<file path="src/irq_pkg.sv">
// Package: constants, types and register map for the trap and wake-up interrupt block.
// Assumes an APB master on pclk and a core sequencer that reports instruction events.
`default_nettype none

package irq_pkg;

	localparam int WAKE_PINS = 8;
	localparam int ADDR_W = 12;

	// Register byte offsets.
	localparam logic [ADDR_W-1:0] OFS_CTRL = 12'h000;
	localparam logic [ADDR_W-1:0] OFS_WAKE_EN = 12'h004;
	localparam logic [ADDR_W-1:0] OFS_WAKE_EDGE = 12'h008;
	localparam logic [ADDR_W-1:0] OFS_WAKE_PEND = 12'h00C;
	localparam logic [ADDR_W-1:0] OFS_STATUS = 12'h010;
	localparam logic [ADDR_W-1:0] OFS_MASK_SRC = 12'h014;

	// Control register fields.
	localparam int CTRL_GIE_BIT = 0;
	localparam int CTRL_GROUP_EN_BIT = 1;

	// Status register fields.
	localparam int ST_TRAP_BIT = 0;
	localparam int ST_WAKE_REQ_BIT = 1;
	localparam int ST_BOOT_BIT = 2;
	localparam int ST_IN_ISR_BIT = 3;
	localparam int ST_STATE_LSB = 4;

	// Number of maskable sources other than the wake-up port, ranked 3..14.
	localparam int NUM_MASKABLE = 12;

	// Vector low bytes.
	localparam logic [7:0] VEC_TRAP = 8'hFE;
	localparam logic [7:0] VEC_FIRST_MASKABLE = 8'hFA;
	localparam logic [7:0] VEC_WAKE = 8'hE2;
	localparam logic [7:0] VEC_DEFAULT = 8'hE0;
	localparam logic [7:0] VEC_STEP = 8'h02;

	// Reset values.
	localparam logic [7:0] RST_BYTE = 8'h00;
	localparam logic [31:0] RD_ZERO = 32'h0000_0000;

	// Service state of the core, Gray coded along idle -> maskable -> trap.
	typedef enum logic [1:0] {
		SVC_IDLE = 2'b00,
		SVC_MASKABLE = 2'b01,
		SVC_TRAP = 2'b11
	} svc_state_t;

	// Instruction events reported by the core sequencer, one-cycle pulses.
	typedef struct packed {
		logic trap_fetch;
		logic clear_trap;
		logic vector_select;
		logic return_enable;
		logic low_power_wake;
	} core_evt_t;

	// Answer to the core after a vector select.
	typedef struct packed {
		logic valid;
		logic [7:0] pc_low;
	} vec_ans_t;

endpackage : irq_pkg

`default_nettype wire

</file>
<file path="src/wake_edge_cell.sv">
// Wake-up pin cell: edge detection, edge select and sticky pending latch.
// Assumes pin inputs are synchronous to pclk.
`default_nettype none

module wake_edge_cell
	import irq_pkg::*;
(
	input wire logic pclk,
	input wire logic presetn,
	input wire logic ce,
	input wire logic pin,
	input wire logic falling_sel,
	input wire logic clear,
	output logic pending
);

	logic prev_r;
	logic prev_nxt;
	logic pend_r;
	logic pend_nxt;
	logic hit;

	always_comb begin
		prev_nxt = pin;
		hit = falling_sel ? (prev_r & ~pin) : (~prev_r & pin);
		// A new edge wins over a clear in the same cycle.
		pend_nxt = hit | (pend_r & ~clear);
	end

	always_ff @(posedge pclk or negedge presetn) begin
		if (!presetn) begin
			prev_r <= 1'b0;
			pend_r <= 1'b0;
		end else if (ce) begin
			prev_r <= prev_nxt;
			pend_r <= pend_nxt;
		end
	end

	assign pending = pend_r;

endmodule : wake_edge_cell

`default_nettype wire

</file>
<file path="src/vector_arbiter.sv">
// Priority arbiter: returns the vector low byte of the highest ranked active request.
// Purely combinational; the caller registers the answer.
`default_nettype none

module vector_arbiter
	import irq_pkg::*;
(
	input wire logic trap_req,
	input wire logic [NUM_MASKABLE-1:0] mask_req,
	input wire logic wake_req,
	output logic [7:0] vec
);

	always_comb begin
		vec = VEC_DEFAULT;
		if (wake_req) begin
			vec = VEC_WAKE;
		end
		// Index 0 is highest ranked, so scan from the lowest upward.
		for (int i = NUM_MASKABLE - 1; i >= 0; i--) begin
			if (mask_req[i]) begin
				vec = 8'(VEC_FIRST_MASKABLE - 8'(i * 2));
			end
		end
		if (trap_req) begin
			vec = VEC_TRAP;
		end
	end

endmodule : vector_arbiter

`default_nettype wire

</file>
<file path="src/trap_wake_irq.sv">
// Trap pending flag, wake-up port interrupts, nesting and boot ROM masking.
// Assumes an APB master on pclk and a core sequencer issuing one-cycle event pulses.
//
// Contract
// [RQ1] Trap pending blocks all maskable interrupts
// [RQ2] Clear-trap instruction clears flag, harmless if clear
// [RQ3] Trap pending is one bit, no nesting
// [RQ4] Eight edge wake inputs share one vector
// [RQ5] Per-pin wake enable gates each source
// [RQ6] Per-pin edge select picks rising or falling
// [RQ7] Per-pin pending latches edges until cleared
// [RQ8] Group enable allows or blocks wake interrupts
// [RQ9] Global enable gates every maskable request
// [RQ10] Wake with interrupt off resumes next instruction
// [RQ11] Wake with interrupt on runs service first
// [RQ12] Trap opcode raises top-priority trap immediately
// [RQ13] Trap routine accepts only another trap
// [RQ14] Maskable never preempts; trap preempts maskable
// [RQ15] Return instruction sets global enable again
// [RQ16] Boot ROM blocks interrupts, keeps global enable
// [RQ17] After boot ROM, held requests taken once
// [RQ18] Trap routine ends with two clears, restart
// [RQ19] Maskable routine ends with return or select; code ends it on return only
// [RQ20] Vector select gives E0..FE by rank
// [RQ21] Trap flag resets zero, sets on trap
// [RQ22] Wake request is pending and enable and group
//
// Our own choices: the APB slave port and the placing of the registers.
`default_nettype none

module trap_wake_irq
	import irq_pkg::*;
(
	input wire logic pclk,
	input wire logic presetn,
	input wire logic ce,
	input wire logic psel,
	input wire logic penable,
	input wire logic pwrite,
	input wire logic [ADDR_W-1:0] paddr,
	input wire logic [31:0] pwdata,
	output logic [31:0] prdata,
	output logic pready,
	output logic pslverr,
	input wire logic [WAKE_PINS-1:0] wake_pins,
	input wire logic [NUM_MASKABLE-1:0] maskable_req,
	input wire core_evt_t core_evt,
	input wire logic in_boot_rom,
	output vec_ans_t vec_ans,
	output logic irq_to_core,
	output logic trap_pending_flag,
	output logic wake_resume_isr,
	output logic global_irq_enable
);

	// -------------------------------------------------------------
	// State
	// -------------------------------------------------------------
	logic trap_r, trap_nxt;
	logic gie_r, gie_nxt;
	logic group_en_r, group_en_nxt;
	logic [WAKE_PINS-1:0] wake_en_r, wake_en_nxt;
	logic [WAKE_PINS-1:0] wake_edge_r, wake_edge_nxt;
	logic [NUM_MASKABLE-1:0] mask_en_r, mask_en_nxt;
	svc_state_t svc_r, svc_nxt;
	vec_ans_t vec_r, vec_nxt;
	logic irq_r, irq_nxt;
	logic resume_r, resume_nxt;
	logic [31:0] prdata_r, prdata_nxt;
	logic pready_r, pready_nxt;
	logic pslverr_r, pslverr_nxt;

	logic [WAKE_PINS-1:0] wake_pend;
	logic [WAKE_PINS-1:0] wake_clr;
	logic wake_req;
	logic [NUM_MASKABLE-1:0] mask_act;
	logic maskable_any;
	logic maskable_ok;
	logic trap_set;
	logic [7:0] arb_vec;
	logic wr_acc;
	logic rd_acc;

	// -------------------------------------------------------------
	// Wake-up port cells
	// -------------------------------------------------------------
	// A write lands at the edge that completes the transfer, where pready is sampled high.
	assign wr_acc = psel & penable & pwrite & pready_r;
	assign rd_acc = psel & penable & ~pwrite & ~pready_r;

	// Writing ones to the pending register clears those bits.
	assign wake_clr = (wr_acc && paddr == OFS_WAKE_PEND) ? pwdata[WAKE_PINS-1:0] : '0;

	genvar g;
	generate
		for (g = 0; g < WAKE_PINS; g++) begin : g_wake // RQ4
			wake_edge_cell u_cell (
				.pclk(pclk),
				.presetn(presetn),
				.ce(ce),
				.pin(wake_pins[g]),
				.falling_sel(wake_edge_r[g]), // RQ6
				.clear(wake_clr[g]), // RQ7
				.pending(wake_pend[g])
			);
		end
	endgenerate

	// -------------------------------------------------------------
	// Arbitration
	// -------------------------------------------------------------
	assign wake_req = group_en_r & |(wake_pend & wake_en_r); // RQ22 RQ5 RQ8
	assign mask_act = maskable_req & mask_en_r;
	assign maskable_any = wake_req | (|mask_act);
	assign trap_set = core_evt.trap_fetch; // RQ12

	// Maskable sources need GLOBAL_IRQ_ENABLE, no trap, no routine in progress and no boot ROM.
	assign maskable_ok = gie_r & ~trap_r & (svc_r == SVC_IDLE) & ~in_boot_rom; // RQ1 RQ9 RQ14 RQ16

	vector_arbiter u_arb (
		.trap_req(trap_r | trap_set), // RQ12
		.mask_req(maskable_ok ? mask_act : '0),
		.wake_req(maskable_ok & wake_req),
		.vec(arb_vec)
	);

	// -------------------------------------------------------------
	// Configuration registers
	// -------------------------------------------------------------
	// Software-visible enables and edge selects. The return instruction may set
	// the global enable in the same cycle as a register write; the instruction wins,
	// so that a routine never ends with interrupts left off by a racing write.
	always_comb begin
		gie_nxt = gie_r;
		group_en_nxt = group_en_r;
		wake_en_nxt = wake_en_r;
		wake_edge_nxt = wake_edge_r;
		mask_en_nxt = mask_en_r;

		if (wr_acc) begin
			case (paddr)
				OFS_CTRL: begin
					gie_nxt = pwdata[CTRL_GIE_BIT];
					group_en_nxt = pwdata[CTRL_GROUP_EN_BIT];
				end
				OFS_WAKE_EN: wake_en_nxt = pwdata[WAKE_PINS-1:0];
				OFS_WAKE_EDGE: wake_edge_nxt = pwdata[WAKE_PINS-1:0];
				OFS_MASK_SRC: mask_en_nxt = pwdata[NUM_MASKABLE-1:0];
				default: begin
				end
			endcase
		end

		if (core_evt.return_enable) begin
			gie_nxt = 1'b1; // RQ15
		end
	end

	always_ff @(posedge pclk or negedge presetn) begin
		if (!presetn) begin
			gie_r <= 1'b0;
			group_en_r <= 1'b0;
			wake_en_r <= RST_BYTE;
			wake_edge_r <= RST_BYTE;
			mask_en_r <= '0;
		end else if (ce) begin
			gie_r <= gie_nxt;
			group_en_r <= group_en_nxt;
			wake_en_r <= wake_en_nxt;
			wake_edge_r <= wake_edge_nxt;
			mask_en_r <= mask_en_nxt;
		end
	end

	// -------------------------------------------------------------
	// Interrupt control next state
	// -------------------------------------------------------------
	always_comb begin
		trap_nxt = trap_r;
		svc_nxt = svc_r;
		vec_nxt.valid = 1'b0;
		vec_nxt.pc_low = vec_r.pc_low;
		irq_nxt = 1'b0;
		// The wake decision holds until the next low-power exit replaces it.
		resume_nxt = resume_r;

		if (core_evt.clear_trap) begin
			trap_nxt = 1'b0; // RQ2 RQ3
		end

		if (core_evt.return_enable) begin
			svc_nxt = SVC_IDLE;
		end

		// Routine selection at the vector-select instruction.
		if (core_evt.vector_select) begin
			vec_nxt.valid = 1'b1;
			vec_nxt.pc_low = arb_vec; // RQ20
			if (trap_r) begin
				svc_nxt = SVC_TRAP; // RQ13
			end else if (arb_vec != VEC_DEFAULT) begin
				svc_nxt = SVC_MASKABLE;
			end
		end

		// Low-power wake: run the service only if the interrupt path is open.
		if (core_evt.low_power_wake) begin
			resume_nxt = maskable_ok & wake_req; // RQ10 RQ11
		end

		// Request to core: a trap unless in boot ROM, a maskable only when allowed.
		case (svc_r)
			SVC_IDLE: irq_nxt = trap_r | (maskable_ok & maskable_any); // RQ17
			SVC_MASKABLE: irq_nxt = trap_r; // RQ14
			SVC_TRAP: irq_nxt = trap_set; // RQ13
			default: irq_nxt = 1'b0;
		endcase

		// The set wins over a clear arriving in the same cycle.
		if (trap_set) begin
			trap_nxt = 1'b1; // RQ21 RQ12
			irq_nxt = 1'b1;
		end

		// Boot ROM code runs with every request held back, the trap included.
		// Flags and pending latches are kept, so the requests are taken on return.
		if (in_boot_rom) begin
			irq_nxt = 1'b0; // RQ16
		end
	end

	always_ff @(posedge pclk or negedge presetn) begin
		if (!presetn) begin
			trap_r <= 1'b0; // RQ21
			svc_r <= SVC_IDLE;
			vec_r <= '0;
			irq_r <= 1'b0;
			resume_r <= 1'b0;
		end else if (ce) begin
			trap_r <= trap_nxt;
			svc_r <= svc_nxt;
			vec_r <= vec_nxt;
			irq_r <= irq_nxt;
			resume_r <= resume_nxt;
		end
	end

	// -------------------------------------------------------------
	// APB slave
	// -------------------------------------------------------------
	always_comb begin
		prdata_nxt = RD_ZERO;
		pready_nxt = 1'b0;
		pslverr_nxt = 1'b0;
		if (psel && penable && !pready_r) begin
			pready_nxt = 1'b1;
			case (paddr)
				OFS_CTRL: begin
					prdata_nxt[CTRL_GIE_BIT] = gie_r;
					prdata_nxt[CTRL_GROUP_EN_BIT] = group_en_r;
				end
				OFS_WAKE_EN: prdata_nxt[WAKE_PINS-1:0] = wake_en_r;
				OFS_WAKE_EDGE: prdata_nxt[WAKE_PINS-1:0] = wake_edge_r;
				OFS_WAKE_PEND: prdata_nxt[WAKE_PINS-1:0] = wake_pend;
				OFS_MASK_SRC: prdata_nxt[NUM_MASKABLE-1:0] = mask_en_r;
				OFS_STATUS: begin
					prdata_nxt[ST_TRAP_BIT] = trap_r;
					prdata_nxt[ST_WAKE_REQ_BIT] = wake_req;
					prdata_nxt[ST_BOOT_BIT] = in_boot_rom;
					prdata_nxt[ST_IN_ISR_BIT] = (svc_r != SVC_IDLE);
					prdata_nxt[ST_STATE_LSB +: 2] = svc_r;
				end
				default: pslverr_nxt = 1'b1;
			endcase
			if (!rd_acc) begin
				prdata_nxt = RD_ZERO;
			end
		end
	end

	always_ff @(posedge pclk or negedge presetn) begin
		if (!presetn) begin
			prdata_r <= RD_ZERO;
			pready_r <= 1'b0;
			pslverr_r <= 1'b0;
		end else if (ce) begin
			prdata_r <= prdata_nxt;
			pready_r <= pready_nxt;
			pslverr_r <= pslverr_nxt;
		end
	end

	assign prdata = prdata_r;
	assign pready = pready_r;
	assign pslverr = pslverr_r;
	assign vec_ans = vec_r;
	assign irq_to_core = irq_r;
	assign trap_pending_flag = trap_r;
	assign wake_resume_isr = resume_r;
	assign global_irq_enable = gie_r;

endmodule : trap_wake_irq

`default_nettype wire

</file>
<file path="config.mk">
export PLATFORM = sky130hd
export DESIGN_NAME = trap_wake_irq
export DESIGN_NICKNAME = d
export VERILOG_FILES = /design/src/irq_pkg.sv /design/src/wake_edge_cell.sv /design/src/vector_arbiter.sv /design/src/trap_wake_irq.sv
export SDC_FILE = /design/constraint.sdc
export NUM_CORES = 1
export LEC_CHECK = 0
export ABC_AREA = 1
export ABC_CLOCK_PERIOD_IN_PS = 4650
export BUFFER_PORTS_ARGS = -buffer_cell sky130_fd_sc_hd__buf_4
export CORE_MARGIN = 4
export CORE_UTILIZATION = 55
export CTS_CLUSTER_SIZE = 20
export DETAILED_ROUTE_END_ITERATION = 12
export HOLD_SLACK_MARGIN = 0.03
export PLACE_DENSITY = 0.91
export SYNTH_ARGS = -nofsm -noshare
export SYNTH_HDL_FRONTEND = slang
export SYNTH_SLANG_ARGS = --single-unit
</file>
<file path="constraint.sdc">
create_clock -name pclk -period 4.65 [get_ports pclk]
set_clock_uncertainty 0.05 [all_clocks]
set_input_delay 0 -clock pclk [delete_from_list [all_inputs] [get_ports pclk]]
set_output_delay 0 -clock pclk [all_outputs]
set_load 0.01 [all_outputs]
</file>
==> impl_metrics.toml <==
[global_routing]
antenna_found_initial = 0
grtUsageTotal_pct = 27.1
overflow = 0
grt_pass1_wl_mm = 17.7
grt_max_degree = 72
grt_pass1_vias = 3703

[synthesis]
ys_top_cells_by_count = "nand2_1 (117), dfrtp_1 (71), o21ai_0 (55)"
synth_most_common_cell = "nand2_1"
ys_seq_elements = 71
synth_area_per_cell_sq_um = 8.07
synth_xor_area_share_pct = 0
seq_area_frac_synth_pct = 47.2
synth_top_area_share_pct = 47.2
synth_adder_area_share_pct = 0
synthTopCellsByArea = "dfrtp_1 (47%), nand2_1 (12%), o21ai_0 (7.3%)"
muxShareOfSynthArea_pct = 1.20
synth_top_area_cell = "dfrtp_1"
yosysWarnings = 0
ys.flop_type = "dfrtp_1"
synth-async-reset-ratio_pct = 100
synth_compound_area_share_pct = 17.3
synth_edf_count = 0
synthSimpleGateAreaFrac_pct = 22.4
netlist_area_sq_mm = 0.00376
synth_cell_types = 38
syn_inst = 466
synth_top_family_by_area = "simple AND/OR/NAND/NOR gates"

[worst_hold_path]
hp-start = "ce"
min_path_type = "in -> reg"

[placement]
dp_hpwl_mm = 7.24
place.gp.congestion = 0.970
placed_cell_area_sq_mm = 0.00431
port_buffers = 81

[pwr]
pwr-share-comb_pct = 13.1
swShare_pct = 24.6
irDropWorstVdd_mv = 0.196
power.density_mw_per_mm2 = 268
p_leak_nw = 2.44
clockPowerShare_pct = 37.4
p_total_mw = 1.31
pwr-share-seq_pct = 49.6
internal_power_mw = 0.985
p_switching_mw = 0.321

[detailed_routing]
drc_errors = 0
vias = 3767
dr.pass1.iters = 8
via_per_inst = 5.70
routed_wl_mm = 10.8
drtIter0Drc = 521
antenna_left = 0
wire_per_inst_um = 16.4

[timing]
final_hold_viol_count = 0
tightestPinTransition_ns = 1.05
period_share_pct = 51.9
fin_crit_ns = 2.42
setup_viol = 0
rsz0062_at_grt = "false"
slew_headroom_pct = 29.7
fmax_mhz = 414
tns_ns = 0
drv_slew = 0

[floorplan]
coreArea_sq_mm = 0.00649
dieArea_sq_mm = 0.00823
row_count = 29
die_y_um = 90.7
initial_core_util_pct = 57.9
num_io_pins = 123
dieWidth_um = 90.7

[worst_setup_path]
r2r_start = "pready"
end_kind = "flip-flop"
cp_max_fo = 20
cp.required_ns = 4.83
critPathLaunch = "paddr[1]"
crit_type = "in -> reg"
crit_path_start_kind = "input pin"
arrival_ns = 2.60

[cells_and_area]
num_antenna_cells = 0
fin_nets = 658
drive_gt1_share_pct = 19.2
stdcell_area_sq_mm = 0.00487
area.growth.synth_to_final_pct = 29.5

[clock_network]
cts_buffers = 9
htree_num_levels = 3
clkLatencyLatePin_ns = 0.35
clkTransAtPathRegs_ns = 0.07
cts_root_buf = "clkbuf_8"
cts_resized = 0
clk_path_buf_depth = 2
post_cts_buffers = 0
hold_buffers = 38
clock_sinks = 71
cts_tree = "yes"

[flow_run]
max_cap_violations = 0

[outcome]
outcome = "complete, no violations"
[final timing paths]
check,to,slack [ns],cells after the start
worst max-delay path,mask_en_r[11],2.23,8
worst min-delay path,g_wake[1].u_cell.prev_r,0.04,2
worst max register to register,global_irq_enable,2.54,8
worst min register to register,vec_ans[8],0.44,2
max in group asynchronous,vec_ans[3],3.71,2
min in group asynchronous,wake_edge_r[3],0.25,2
[registers in the layout, summed over array words and instances (netlist names), 2 cells and up]
signal	flops
svc_r	2
g_wake.u_cell.prev_r	8
g_wake.u_cell.pending	8
wake_en_r	8
prdata	12
wake_edge_r	8
vec_ans	6
mask_en_r	12
[layout by cell type (no fill, tap or decap), types with 4 or more instances in the layout]
cell type      instances
o21ai_0               55
dfrtp_1               71
dlygate4sd3_1         38
nor3_1                20
clkbuf_8              11
buf_4                 81
a32o_1                 4
conb_1                21
mux2_2                 4
nand3_1                9
a31oi_1               13
nor2_1                37
o31ai_1                5
nand2_1              117
a22o_1                 6
o22ai_1                5
a21oi_1                5
inv_1                 54
[worst max-delay path, stage by stage]
cell and delay, ns:
buf_4 0.11, nor2_1 0.14, inv_1 0.10, nor3_1 0.16, inv_1 0.11, nor2_1 0.82, nand2_1 0.69, mux2_2 0.46
[power by group through the flow]
stage          clock (mW)  combinational [mW]  sequential (mW)
2_1_floorplan           0              0.0719            0.660
3_3_place_gp            0               0.138            0.657
3_5_place_dp            0               0.141            0.658
4_1_cts             0.493               0.168            0.647
5_1_grt             0.520               0.188            0.649
6_report            0.488               0.171            0.647
[metal layers]
layer,global-route usage [%],vias to the layer above,part of all wire [%]
met5,0,-,0
met4,13.5,0,3.7
met3,6.17,46,8.4
met2,46.3,211,50
met1,32.0,1779,38
li1,-,1731,-
[cells by family after synthesis]
family,after synthesis
simple gates,195
compound gates,106
buf+inv,89
flops,71
mux,4
other cells,1
[area by class of cell]
cell class / instances / area (sq um)
Tap cell: 77 / 96.3
Timing Repair Buffer: 119 / 988
Inverter: 55 / 206
Clock inverter: 1 / 30.0
Fill cell: 462 / 1620
Multi-Input combinational cell: 326 / 1620
Sequential cell: 71 / 1780
Clock buffer: 12 / 155
[metrics by stage]
| stage | setup slack [ns] | util, % | std cells | hold slack (ns) |
|---|---|---|---|---|
| final | 2.23 | 75.0 | 661 | 0.0445 |
| after global routing | 2.19 | 75.0 | 661 | 0.0585 |
| after CTS | 2.37 | 75.0 | 661 | 0.0300 |
| after detailed placement | 2.02 | 66.3 | 610 | 0.127 |
| after global placement | 2.11 | 66.3 | 610 | 0.121 |
| after floorplan | 2.92 | - | 486 | -0.346 |
No activity file was read; power rests on OpenSTA's default activity.
